===== src/rtl/spv_pkg.sv =====
package spv_pkg;

    // ************************************************************
    // Clock and time base
    // ************************************************************
    localparam int CLK_PERIOD_NS = 8;
    localparam int US_NS         = 1000;
    localparam int CYC_PER_US    = (US_NS + CLK_PERIOD_NS - 1) / CLK_PERIOD_NS;
    localparam int PRESC_W       = 7;
    localparam logic [PRESC_W-1:0] PRESC_LAST = PRESC_W'(CYC_PER_US - 1);
    localparam logic [PRESC_W-1:0] PRESC_ZERO = 7'h00;
    localparam logic [PRESC_W-1:0] PRESC_ONE  = 7'h01;

    localparam int TIME_W = 16;
    localparam logic [TIME_W-1:0] TIME_ZERO = 16'h0000;
    localparam logic [TIME_W-1:0] TIME_ONE  = 16'h0001;

    // ************************************************************
    // Register map
    // ************************************************************
    localparam int ADDR_W = 8;
    localparam logic [ADDR_W-1:0] ADDR_CTRL       = 8'h00;
    localparam logic [ADDR_W-1:0] ADDR_CMD        = 8'h04;
    localparam logic [ADDR_W-1:0] ADDR_MOVE_CLOSE = 8'h08;
    localparam logic [ADDR_W-1:0] ADDR_MOVE_OPEN  = 8'h0C;
    localparam logic [ADDR_W-1:0] ADDR_SETTLE     = 8'h10;
    localparam logic [ADDR_W-1:0] ADDR_STATUS     = 8'h14;

    // Wiring field of CTRL: bit 0 closed-side, bit 1 open-side
    localparam int WIRED_LSB = 0;
    localparam int WIRED_MSB = 1;
    localparam logic [1:0] WIRED_NONE  = 2'h0;
    localparam logic [1:0] WIRED_CLOSE = 2'h1;
    localparam logic [1:0] WIRED_OPEN  = 2'h2;
    localparam logic [1:0] WIRED_BOTH  = 2'h3;
    localparam logic [1:0] CTRL_RST    = WIRED_BOTH;

    localparam int CMD_CLOSE_BIT = 0;
    localparam int CMD_OPEN_BIT  = 1;

    localparam int ST_CODE_LSB   = 0;
    localparam int ST_CODE_MSB   = 1;
    localparam int ST_CLOSED_BIT = 2;
    localparam int ST_OPEN_BIT   = 3;
    localparam int ST_INTER_BIT  = 4;
    localparam int ST_FAULT_BIT  = 5;
    localparam int ST_SINGLE_BIT = 6;
    localparam int ST_SUCC_BIT   = 7;
    localparam int ST_CCMD_BIT   = 8;
    localparam int ST_OCMD_BIT   = 9;
    localparam int ST_BUSY_BIT   = 10;
    localparam int ST_AUXC_BIT   = 11;
    localparam int ST_AUXO_BIT   = 12;

    localparam int   HTRANS_ACT_BIT = 1;
    localparam logic HRESP_OKAY     = 1'b0;

    // ************************************************************
    // Position codes
    // ************************************************************
    localparam logic [1:0] POS_INTER  = 2'h0;
    localparam logic [1:0] POS_OPEN   = 2'h1;
    localparam logic [1:0] POS_CLOSED = 2'h2;
    localparam logic [1:0] POS_FAULT  = 2'h3;

    // ************************************************************
    // Types
    // ************************************************************
    typedef enum logic [1:0] {PH_IDLE, PH_MOVE, PH_SETTLE} spv_phase_e;

    typedef struct packed {
        logic closed_side;
        logic open_side;
    } spv_aux_s;

    typedef struct packed {
        logic close;
        logic open;
    } spv_cmd_s;

    typedef struct packed {
        logic closed;
        logic open;
        logic inter;
        logic fault;
    } spv_flags_s;

    typedef struct packed {
        spv_phase_e               phase;
        logic                     dir_close;
        logic                     superv;
        logic [PRESC_W-1:0]       prescale;
        logic [TIME_W-1:0]        remain;
        logic                     hold_valid;
        logic [1:0]               hold_code;
        logic                     success;
        spv_cmd_s                 cmd_out;
        logic [1:0]               code;
        spv_flags_s               flags;
        logic                     single;
        logic [1:0]               wired;
        logic [TIME_W-1:0]        move_close;
        logic [TIME_W-1:0]        move_open;
        logic [TIME_W-1:0]        settle;
        spv_aux_s                 aux_prev;
        spv_cmd_s                 req_prev;
        logic                     ahb_wr;
        logic [ADDR_W-1:0]        ahb_addr;
        logic [31:0]              hrdata;
        logic                     hready;
    } spv_state_s;

endpackage


===== src/rtl/spv_validator.sv =====
// Decided for this implementation: the address map and the AHB-Lite interface to the registers.
`timescale 1ns/1ps
module spv_validator #(
    parameter logic [spv_pkg::TIME_W-1:0] DEF_MOVE_CLOSE_US = 16'h03E8,
    parameter logic [spv_pkg::TIME_W-1:0] DEF_MOVE_OPEN_US  = 16'h03E8,
    parameter logic [spv_pkg::TIME_W-1:0] DEF_SETTLE_US     = 16'h0000
) (
    // Clock and reset
    input  wire logic                        hclk,
    input  wire logic                        hresetn,
    // AHB-Lite slave
    input  wire logic                        hsel,
    input  wire logic [31:0]                 haddr,
    input  wire logic [1:0]                  htrans,
    input  wire logic                        hwrite,
    input  wire logic [2:0]                  hsize,
    input  wire logic [31:0]                 hwdata,
    input  wire logic                        hready,
    output logic                             hreadyout,
    output logic [31:0]                      hrdata,
    output logic                             hresp,
    // Contact inputs and command triggers
    input  spv_pkg::spv_aux_s                aux_in,
    input  spv_pkg::spv_cmd_s                cmd_in,
    // Switchgear command outputs
    output spv_pkg::spv_cmd_s                cmd_out,
    // Position status
    output logic [1:0]                       pos_code,
    output spv_pkg::spv_flags_s              pos_flags,
    output logic                             single_contact_flag,
    output logic                             switch_success_flag
);

    // ************************************************************
    // State and reset value
    // ************************************************************
    localparam spv_pkg::spv_state_s ST_RST = '{
        phase:      spv_pkg::PH_IDLE,
        dir_close:  1'b0,
        superv:     1'b0,
        prescale:   spv_pkg::PRESC_ZERO,
        remain:     spv_pkg::TIME_ZERO,
        hold_valid: 1'b0,
        hold_code:  spv_pkg::POS_FAULT,
        success:    1'b0,
        cmd_out:    '{close: 1'b0, open: 1'b0},
        code:       spv_pkg::POS_FAULT,
        flags:      '{closed: 1'b0, open: 1'b0, inter: 1'b0, fault: 1'b1},
        single:     1'b0,
        wired:      spv_pkg::CTRL_RST,
        move_close: DEF_MOVE_CLOSE_US,
        move_open:  DEF_MOVE_OPEN_US,
        settle:     DEF_SETTLE_US,
        aux_prev:   '{closed_side: 1'b0, open_side: 1'b0},
        req_prev:   '{close: 1'b0, open: 1'b0},
        ahb_wr:     1'b0,
        ahb_addr:   spv_pkg::ADDR_CTRL,
        hrdata:     32'h0000_0000,
        hready:     1'b1
    };

    spv_pkg::spv_state_s s;
    spv_pkg::spv_state_s n;

    logic                       addr_ok;
    logic [spv_pkg::ADDR_W-1:0] rd_addr;
    logic                       wr_cmd;
    logic                       req_close;
    logic                       req_open;
    logic                       aux_chg;
    logic                       tick;
    logic                       expire;
    logic                       single;
    logic                       busy;
    logic                       reached;
    logic [1:0]                 target;
    logic [1:0]                 shown;

    // ************************************************************
    // Position decoding
    // ************************************************************
    function automatic logic [1:0] decode_pos(
        input logic [1:0]        wired,
        input spv_pkg::spv_aux_s aux,
        input logic              run,
        input logic              settling
    );
        logic [1:0] code;
        code = spv_pkg::POS_FAULT;
        if (wired == spv_pkg::WIRED_BOTH) begin
            if (aux.closed_side != aux.open_side) begin
                code = aux.closed_side ? spv_pkg::POS_CLOSED
                                       : spv_pkg::POS_OPEN;
            // equal contacts depend on the timer
            end else if (run) begin
                code = spv_pkg::POS_INTER;
            end else begin
                code = spv_pkg::POS_FAULT;
            end
        end else if (wired == spv_pkg::WIRED_CLOSE) begin
            if (settling) begin
                code = spv_pkg::POS_INTER;
            end else if (aux.closed_side) begin
                code = spv_pkg::POS_CLOSED;
            end else if (run) begin
                code = spv_pkg::POS_INTER;
            end else begin
                code = spv_pkg::POS_OPEN;
            end
        end else if (wired == spv_pkg::WIRED_OPEN) begin
            if (settling) begin
                code = spv_pkg::POS_INTER;
            end else if (aux.open_side) begin
                code = spv_pkg::POS_OPEN;
            end else if (run) begin
                code = spv_pkg::POS_INTER;
            end else begin
                code = spv_pkg::POS_CLOSED;
            end
        end else begin
            code = spv_pkg::POS_FAULT;
        end
        return code;
    endfunction

    // A zero time would wrap and expire only on the 65536th tick, so it is stretched
    function automatic logic [spv_pkg::TIME_W-1:0] time_or_one(
        input logic [spv_pkg::TIME_W-1:0] t
    );
        return (t == spv_pkg::TIME_ZERO) ? spv_pkg::TIME_ONE : t;
    endfunction

    // ************************************************************
    // Next state
    // ************************************************************
    always_comb begin
        n       = s;
        addr_ok = hsel && hready && htrans[spv_pkg::HTRANS_ACT_BIT];
        rd_addr = haddr[spv_pkg::ADDR_W-1:0];
        wr_cmd  = s.ahb_wr && (s.ahb_addr == spv_pkg::ADDR_CMD);
        // close trigger on rising edge or register write
        req_close = (cmd_in.close && !s.req_prev.close) ||
                    (wr_cmd && hwdata[spv_pkg::CMD_CLOSE_BIT]);
        // open trigger on rising edge or register write
        req_open  = (cmd_in.open && !s.req_prev.open) ||
                    (wr_cmd && hwdata[spv_pkg::CMD_OPEN_BIT]);
        aux_chg = (aux_in != s.aux_prev);
        tick    = (s.prescale == spv_pkg::PRESC_LAST);
        expire  = tick && (s.remain == spv_pkg::TIME_ONE);
        single  = (s.wired == spv_pkg::WIRED_CLOSE) ||
                  (s.wired == spv_pkg::WIRED_OPEN);
        busy    = ((s.phase == spv_pkg::PH_MOVE) && s.superv) ||
                  (s.phase == spv_pkg::PH_SETTLE);
        target  = s.dir_close ? spv_pkg::POS_CLOSED : spv_pkg::POS_OPEN;
        reached = (decode_pos(s.wired, aux_in, 1'b0, 1'b0) == target);

        n.aux_prev = aux_in;
        n.req_prev = cmd_in;
        n.hready   = 1'b1;
        n.hrdata   = 32'h0000_0000;

        // A held result lasts until the contacts move again or a new command starts
        if (aux_chg) begin
            n.hold_valid = 1'b0;
        end

        case (s.phase)
            spv_pkg::PH_IDLE: begin
                // Open wins when both arrive together
                if (req_open || req_close) begin
                    n.phase      = spv_pkg::PH_MOVE;
                    n.dir_close  = !req_open;
                    if (s.wired == spv_pkg::WIRED_BOTH) begin
                        n.superv = 1'b1;
                    end else if (s.wired == spv_pkg::WIRED_CLOSE) begin
                        n.superv = !req_open;
                    end else if (s.wired == spv_pkg::WIRED_OPEN) begin
                        n.superv = req_open;
                    end else begin
                        n.superv = 1'b0;
                    end
                    // load travel time for the direction
                    n.remain = time_or_one(req_open ? s.move_open
                                                    : s.move_close);
                    n.prescale      = spv_pkg::PRESC_ZERO;
                    n.success       = 1'b0;
                    n.hold_valid    = 1'b0;
                    n.cmd_out.close = !req_open;
                    n.cmd_out.open  = req_open;
                end
            end
            spv_pkg::PH_MOVE: begin
                n.prescale = tick ? spv_pkg::PRESC_ZERO
                                  : s.prescale + spv_pkg::PRESC_ONE;
                if (tick) begin
                    n.remain = s.remain - spv_pkg::TIME_ONE;
                end
                if (reached) begin
                    n.phase   = spv_pkg::PH_IDLE;
                    n.cmd_out = '{close: 1'b0, open: 1'b0};
                    n.success = s.superv;
                end else if (expire) begin
                    n.phase   = spv_pkg::PH_IDLE;
                    n.cmd_out = '{close: 1'b0, open: 1'b0};
                    if (s.superv && single &&
                        (s.settle != spv_pkg::TIME_ZERO)) begin
                        n.phase    = spv_pkg::PH_SETTLE;
                        n.remain   = s.settle;
                        n.prescale = spv_pkg::PRESC_ZERO;
                    end else if (s.superv) begin
                        n.hold_valid = 1'b1;
                        n.hold_code  = spv_pkg::POS_FAULT;
                    end
                end
            end
            spv_pkg::PH_SETTLE: begin
                n.prescale = tick ? spv_pkg::PRESC_ZERO
                                  : s.prescale + spv_pkg::PRESC_ONE;
                if (tick) begin
                    n.remain = s.remain - spv_pkg::TIME_ONE;
                end
                if (expire) begin
                    n.phase      = spv_pkg::PH_IDLE;
                    n.hold_valid = 1'b1;
                    n.hold_code  = target;
                end
            end
            default: begin
                n.phase = spv_pkg::PH_IDLE;
            end
        endcase

        shown = s.hold_valid ? s.hold_code
                             : decode_pos(s.wired, aux_in, busy,
                                          s.phase == spv_pkg::PH_SETTLE);
        n.code = shown;
        n.flags.closed = (shown == spv_pkg::POS_CLOSED);
        n.flags.open   = (shown == spv_pkg::POS_OPEN);
        n.flags.inter  = (shown == spv_pkg::POS_INTER);
        n.flags.fault  = (shown == spv_pkg::POS_FAULT);
        n.single = single;

        // Register writes land in the data phase
        if (s.ahb_wr) begin
            if (s.ahb_addr == spv_pkg::ADDR_CTRL) begin
                n.wired = hwdata[spv_pkg::WIRED_MSB:spv_pkg::WIRED_LSB];
            end else if (s.ahb_addr == spv_pkg::ADDR_MOVE_CLOSE) begin
                n.move_close = hwdata[spv_pkg::TIME_W-1:0];
            end else if (s.ahb_addr == spv_pkg::ADDR_MOVE_OPEN) begin
                n.move_open = hwdata[spv_pkg::TIME_W-1:0];
            end else if (s.ahb_addr == spv_pkg::ADDR_SETTLE) begin
                n.settle = hwdata[spv_pkg::TIME_W-1:0];
            end
        end

        // Reads are latched in the address phase, zero wait states
        n.ahb_wr   = addr_ok && hwrite;
        n.ahb_addr = rd_addr;
        if (addr_ok && !hwrite) begin
            if (rd_addr == spv_pkg::ADDR_CTRL) begin
                n.hrdata[spv_pkg::WIRED_MSB:spv_pkg::WIRED_LSB] = s.wired;
            end else if (rd_addr == spv_pkg::ADDR_MOVE_CLOSE) begin
                n.hrdata[spv_pkg::TIME_W-1:0] = s.move_close;
            end else if (rd_addr == spv_pkg::ADDR_MOVE_OPEN) begin
                n.hrdata[spv_pkg::TIME_W-1:0] = s.move_open;
            end else if (rd_addr == spv_pkg::ADDR_SETTLE) begin
                n.hrdata[spv_pkg::TIME_W-1:0] = s.settle;
            end else if (rd_addr == spv_pkg::ADDR_STATUS) begin
                n.hrdata[spv_pkg::ST_CODE_MSB:spv_pkg::ST_CODE_LSB] = s.code;
                n.hrdata[spv_pkg::ST_CLOSED_BIT] = s.flags.closed;
                n.hrdata[spv_pkg::ST_OPEN_BIT]   = s.flags.open;
                n.hrdata[spv_pkg::ST_INTER_BIT]  = s.flags.inter;
                n.hrdata[spv_pkg::ST_FAULT_BIT]  = s.flags.fault;
                n.hrdata[spv_pkg::ST_SINGLE_BIT] = s.single;
                n.hrdata[spv_pkg::ST_SUCC_BIT]   = s.success;
                n.hrdata[spv_pkg::ST_CCMD_BIT]   = s.cmd_out.close;
                n.hrdata[spv_pkg::ST_OCMD_BIT]   = s.cmd_out.open;
                n.hrdata[spv_pkg::ST_BUSY_BIT]   =
                    (s.phase != spv_pkg::PH_IDLE);
                n.hrdata[spv_pkg::ST_AUXC_BIT]   = s.aux_prev.closed_side;
                n.hrdata[spv_pkg::ST_AUXO_BIT]   = s.aux_prev.open_side;
            end
        end
    end

    // ************************************************************
    // State register
    // ************************************************************
    always_ff @(posedge hclk or negedge hresetn) begin
        if (!hresetn) begin
            s <= ST_RST;
        end else begin
            s <= n;
        end
    end

    // ************************************************************
    // Outputs
    // ************************************************************
    assign hreadyout           = s.hready;
    assign hrdata              = s.hrdata;
    assign hresp               = spv_pkg::HRESP_OKAY;
    assign cmd_out             = s.cmd_out;
    assign pos_code            = s.code;
    assign pos_flags           = s.flags;
    assign single_contact_flag = s.single;
    assign switch_success_flag = s.success;

endmodule

===== config.mk =====
export PLATFORM = sky130hd
export DESIGN_NAME = spv_validator
export DESIGN_NICKNAME = d
export VERILOG_FILES = /design/src/rtl/spv_pkg.sv /design/src/rtl/spv_validator.sv
export SDC_FILE = /design/constraint.sdc
export NUM_CORES = 1
export LEC_CHECK = 0
export BUFFER_PORTS_ARGS = -buffer_cell sky130_fd_sc_hd__buf_2
export CORE_ASPECT_RATIO = 0.8
export CORE_MARGIN = 10
export CORE_UTILIZATION = 50
export CTS_CLUSTER_DIAMETER = 30
export DETAILED_ROUTE_END_ITERATION = 12
export HOLD_SLACK_MARGIN = 0.03
export PLACE_DENSITY = 0.73
export SLEW_MARGIN = 20
export SYNTH_ARGS = -nofsm -noshare
export SYNTH_HDL_FRONTEND = slang
export SYNTH_SLANG_ARGS = --single-unit

===== constraint.sdc =====
create_clock -name hclk -period 3.78 [get_ports hclk]
set_input_delay 0.756 -clock hclk [delete_from_list [all_inputs] [get_ports hclk]]
set_output_delay 0.756 -clock hclk [all_outputs]
set_load 0.02 [all_outputs]

# [Yosys cells after proc, flatten, opt, wreduce, memory -nomap -nowiden]
# Cells that the tools add are included.
[word_totals] wordCells=156 reg_bits=119 out_inout_bits=44
[classes] add_sub_neg=2 n_reduce_logical=42 bitwise_logic=3 muxes=53 n_eq_ne=29
[ops] op="16-bit two-way mux" count=6
[ops] op="24-bit one-hot mux with 3 select lines" count=1
[ops] op="26-bit two-way mux" count=2
[ops] op="2-bit two-way mux" count=24
[ops] op="8-bit by 4-bit == test with 1-bit output, second input constant" count=4
[ops] op="28-bit two-way mux" count=1
[ops] op="13-bit two-way mux" count=2
[ops] op="8-bit by 5-bit == test with 1-bit output, second input constant" count=3
[ops] op="23-bit two-way mux" count=1
[ops] op="16-bit by 1-bit == test with 1-bit output, second input constant" count=1
[ops] op="16-bit zero test" count=1
[ops] op="8-bit zero test" count=2
[ops] op="16-bit nonzero test" count=1
[ops] op="16-bit by 1-bit subtractor with 16-bit output, second input constant" count=1
[ops] op="3-bit two-way mux" count=5
[ops] op="14-bit two-way mux" count=1
[ops] op="2-bit != test, second input constant" count=7
[ops] op="1-bit logical AND" count=13
[ops] op="3-bit AND reduction" count=4
[ops] op="2-bit == test, second input constant" count=5
[ops] op="8-bit by 3-bit == test with 1-bit output, second input constant" count=1
[ops] op="7-bit by 1-bit adder with 7-bit output, second input constant" count=1
[ops] op="7-bit == test, second input constant" count=1
[ops] op="7-bit two-way mux" count=1
[ops] op="19 further kinds" count=40

# [Depth between registers and ports, before layout]
[depth] ltp_word=11 ltp_mapped=10 mapped_depth_nobuf=8

# [Worst setup path after synthesis]
# Ideal clock, no wire load.
[synth_timing] kind="reg-to-reg" startpoint="reg s[95] (netlist bit)" endpoint="reg s[115] (netlist bit)" arrival_ns=2.560 required_ns=3.648 slack_ns=1.088 path_stages_with_launch=11 n_path_buf=2 path_cell_list="dfstp_2 -> inv_1 -> ha_1 -> or3b_2 -> a21oi_1 -> o2bb2ai_1 -> or3_1 -> buf_2 -> buf_6 -> a211oi_2 -> o21ai_1"
[synth_via] elab_chain_cells=8
[synth_lines] item="start, declared" line="spv_validator.sv:62" text="spv_pkg::spv_state_s s;"
[synth_lines] item="start signal, assigned" line="spv_validator.sv:293" text="s <= n;"
[synth_lines] item="branches (longest 6 deep; another with 2-bit == test)"
[synth_lines] item="26-bit two-way mux (*)" line="spv_validator.sv:198" text="if (reached) begin"
[synth_lines] item="24-bit one-hot mux with 3 select lines (*)" line="spv_validator.sv:167" text="case (s.phase)"
# Every way passes the cells marked *. The select of a mux whose other input is x is not followed.
# A chain may end at the register's enable or synchronous reset.

# [Final worst setup path]
[layout_timing] startpoint="reg s[95] (netlist bit)" endpoint="reg s[117] (netlist bit)"
# Same word-level chain as after synthesis.

==> run summary <==
Across the run, the number of max-cap violations was 0. The kind of end point of the critical path was a flop. Setup violations remaining at the end of the flow were counted as 0.

122 I/O pins were placed. Timing would allow up to 0.321 GHz. Cells fill 57.3% of the core in the end. The leading register cell type out of synthesis was dfrtp_1. Summing the areas of all and, or, nand and nor instances in the mapped netlist gives 16.5% of the synthesized area. From left edge to right edge, the die measures 148 µm. The tools report the number of buffers inserted by post-CTS setup repair as 0. In this run, distinct cell masters in the synthesized netlist total 70. The headroom to the max-slew limit came out at 30.4%.

The tools report the number of remaining DRC errors as 0. The number of max-slew violations in the final report was 0. The critical setup path kind is reg -> reg. Area share of xor/xnor cells in the synthesized design: 1.73%.

The tree is rooted in a clkbuf_16. For the critical path required time, the log shows 4060 ps. After clock tree synthesis, the flow added hold-fix buffers numbering 0. For this run, the number of Yosys warnings is 0.

The wire length of the first global-routing pass was 28.8 mm; the total negative slack was 0 ps. Data on the critical path arrives at its endpoint at 3400 ps. After synthesis, the mean cell area works out to 10.0 µm². The cell leakage power is 3.13 nW, and the global placement routability congestion is 0.854. Post-CTS repair changed the size of 0 cells.

The largest fanout of any net on the critical path is 12, and the number of flops mapped to enable cells by yosys is 0. Global routing finished with a remaining overflow of 0. Number of hold violations in the final report: 0. In the final routed layout, each cell accounts on average for 20.4 µm. After the last flow step, the layout net total stands at 774. Number of H-tree levels: 4.

Of the total synthesized cell area, the portion taken by full adders, half adders and majority gates is 1.86%. The setup slack of the worst register-to-register path was 660 ps. The highest ir drop seen on vdd is 0.000430 V, and the mapped cell area is 6580 µm². In this run the worst hold path is classified as in -> async. Setup repair after global routing left no endpoint under its margin.

TritonCTS built the clock tree. The main combinational cell family by area after synthesis is simple AND/OR/NAND/NOR gates. Summing the sequential cell areas from Yosys gives 45.6% of the chip area. The pin count of the biggest net entering global routing is 65, and the remaining number of nets flagged by the antenna check after routing is 0. The die height was 123 µm. 0 antenna diodes ended up in the layout. The detailed router placed 5387 vias in this run. Of the cells placed in the final design, the portion with a size suffix greater than 1 is 27.4%. Startpoint of the worst register-to-register path: s[95]$_DFFE_PN1P_.

During placement, the flow inserted port buffers numbering 59. The type of element launching the critical path was a flop. The number of standard cells after synthesis is 655. The die covers 18200 µm². In the routed layout, each cell is associated on average with a via count of 6.16. The final worst-path setup slack came out at 663 ps. The slew at the pin closest to its max-slew limit was 1040 ps; the multiplexer share of the synthesized area was 11.5%. The HPWL after detailed placement is 12.9 mm.

The final worst-path cycle share was 82.5%. The logs give 724 ps for the setup slack after placement and 2 for the largest buffer count on any clock path. Once the floorplan was initialized, standard cells occupied 51.1% of the core. The via count of the first global-routing pass is 5505, and the total power per unit cell area is 576 nW/µm².

The endpoint identified for the worst register-to-register timing path is s[117]$_DFFE_PN0P_. For the worst setup skew after layout, the log shows 6.25 ps. The share of async-settable or async-resettable flops after synthesis is 100%.

The logs give 17 for the CTS buffer count and 119 for the count of clock tree sinks. Clock insertion delay at the later pin of the skew report: 420 ps. In this run the standard cell core region covers 12900 µm². The run finished with clean final reports. The number of antenna violations at the first check in global routing is 0, and the overall routing resource usage is 20.1%. The floorplan row count was 37; the number of detailed-route iterations in the first pass was 6.

The register bit count reported by yosys is 119, and the worst reg-to-reg path cell count is 8. The smallest clock period supported by the final layout is computed as 3120 ps. The total detailed-routing wirelength is 17.9 mm, and the clock transition at the registers of the reported paths is 60 ps.

The number of design-rule violations left by the first detailed-router iteration is 611, and the synthesis-to-layout area growth is 12.0%. The fraction of the mapped netlist area in compound gates works out to 14.6%.
-- layout by cell type, fill, tap and decap left out, drive strengths merged, types with 8 or more instances in the layout --
cell	count
dfstp	19
mux2	62
nor4	18
nor2	44
a21oi	31
o31ai	10
ha	9
a31oi	8
conb	18
a222oi	11
nand2	62
buf	68
nor3	16
o211ai	10
clkbuf	17
dfrtp	100
inv	30
nor2b	10
o21ai	19
xnor2	8
nand3	19
a22oi	14
-- state kept, by name, indices dropped and copies added, names as in the netlist --
register / flops
cmd_out: 2
pos_code: 2
switch_success_flag: 1
single_contact_flag: 1
s: 93
pos_flags: 4
hrdata: 16
-- critical path: stages, from the launching register on --
cell and delay, ps:
dfstp_2 600, inv_1 60, ha_1 270, or3b_2 490
a21oi_1 150, o2bb2ai_1 140, or3_1 650, a21oi_4 460
o211ai_1 160
-- worst max path at each step --
stage / from / to / slack, ps / cells after the start
6_report: s[95]$_DFFE_PN1P_ / s[117]$_DFFE_PN0P_ / 660 / 8
5_1_grt: s[94]$_DFFE_PN1P_ / s[122]$_DFFE_PN0P_ / 490 / 7
4_1_cts: s[95]$_DFFE_PN1P_ / s[117]$_DFFE_PN0P_ / 720 / 8
3_5_place_dp: aux_in[0] / s[117]$_DFFE_PN0P_ / 720 / 7
3_3_place_gp: aux_in[0] / s[123]$_DFFE_PN0P_ / 820 / 7
2_1_floorplan: s[95]$_DFFE_PN1P_ / s[115]$_DFFE_PN0P_ / 1090 / 10
-- area by class of cell --
| class | instances | area [µm²] |
|---|---|---|
| fill | 1148 | 5500 |
| sequential | 119 | 3000 |
| clock inverter | 15 | 143 |
| timing repair buffer | 68 | 378 |
| tap | 175 | 219 |
| clock buffer | 17 | 425 |
| inverter | 24 | 90.1 |
| multi-input combinational | 457 | 3110 |
-- logic make-up after synthesis --
group | after synthesis
buffers and inverters | 95
multiplexers | 68
AO/OA/AOI/OAI | 135
flip-flops | 119
AND/OR/NAND/NOR | 213
adder cells (fa/ha/maj) | 10
other | 2
XOR/XNOR | 13
-- cell usage after synthesis, drive strengths merged, types with 14 or more instances --
library cell	instances	area share, %
clkbuf	23	1.3
a21oi	31	2.5
buf	48	5.4
nand3	19	1.4
mux2	62	11
dfrtp	100	38
o21ai	19	1.4
inv	24	1.4
nor4	18	1.9
dfstp	19	7.6
nor3	16	1.2
a22oi	14	1.6
nor2	44	2.5
nand2	62	3.5
-- stage by stage --
| step | cells | instance area (µm²) | total power, mW | hold slack (ps) |
|---|---|---|---|---|
| after global routing | 875 | 7370 | 4.45 | 444 |
| after global placement | 843 | 6800 | 2.62 | 490 |
| after CTS | 875 | 7370 | 4.24 | 431 |
| final | 875 | 7370 | 4.24 | 392 |
| after floorplan | 671 | 6640 | 2.40 | 460 |
| after detailed placement | 843 | 6800 | 2.68 | 491 |
-- power breakdown --
group | switching, mW | internal (mW)
sequential | 0.269 | 1.45
combinational | 0.593 | 0.372
clock | 0.642 | 0.914
total | 1.50 | 2.74
-- layer usage --
metal	vias up	track usage (%)	wire length (µm)
met4	0	5.50	194
met1	2698	26.8	7670
met3	24	5.88	1750
li1	2393	-	-
met2	272	31.5	8260
met5	-	0	0
Note: power is estimated with default switching activity, not from simulation.
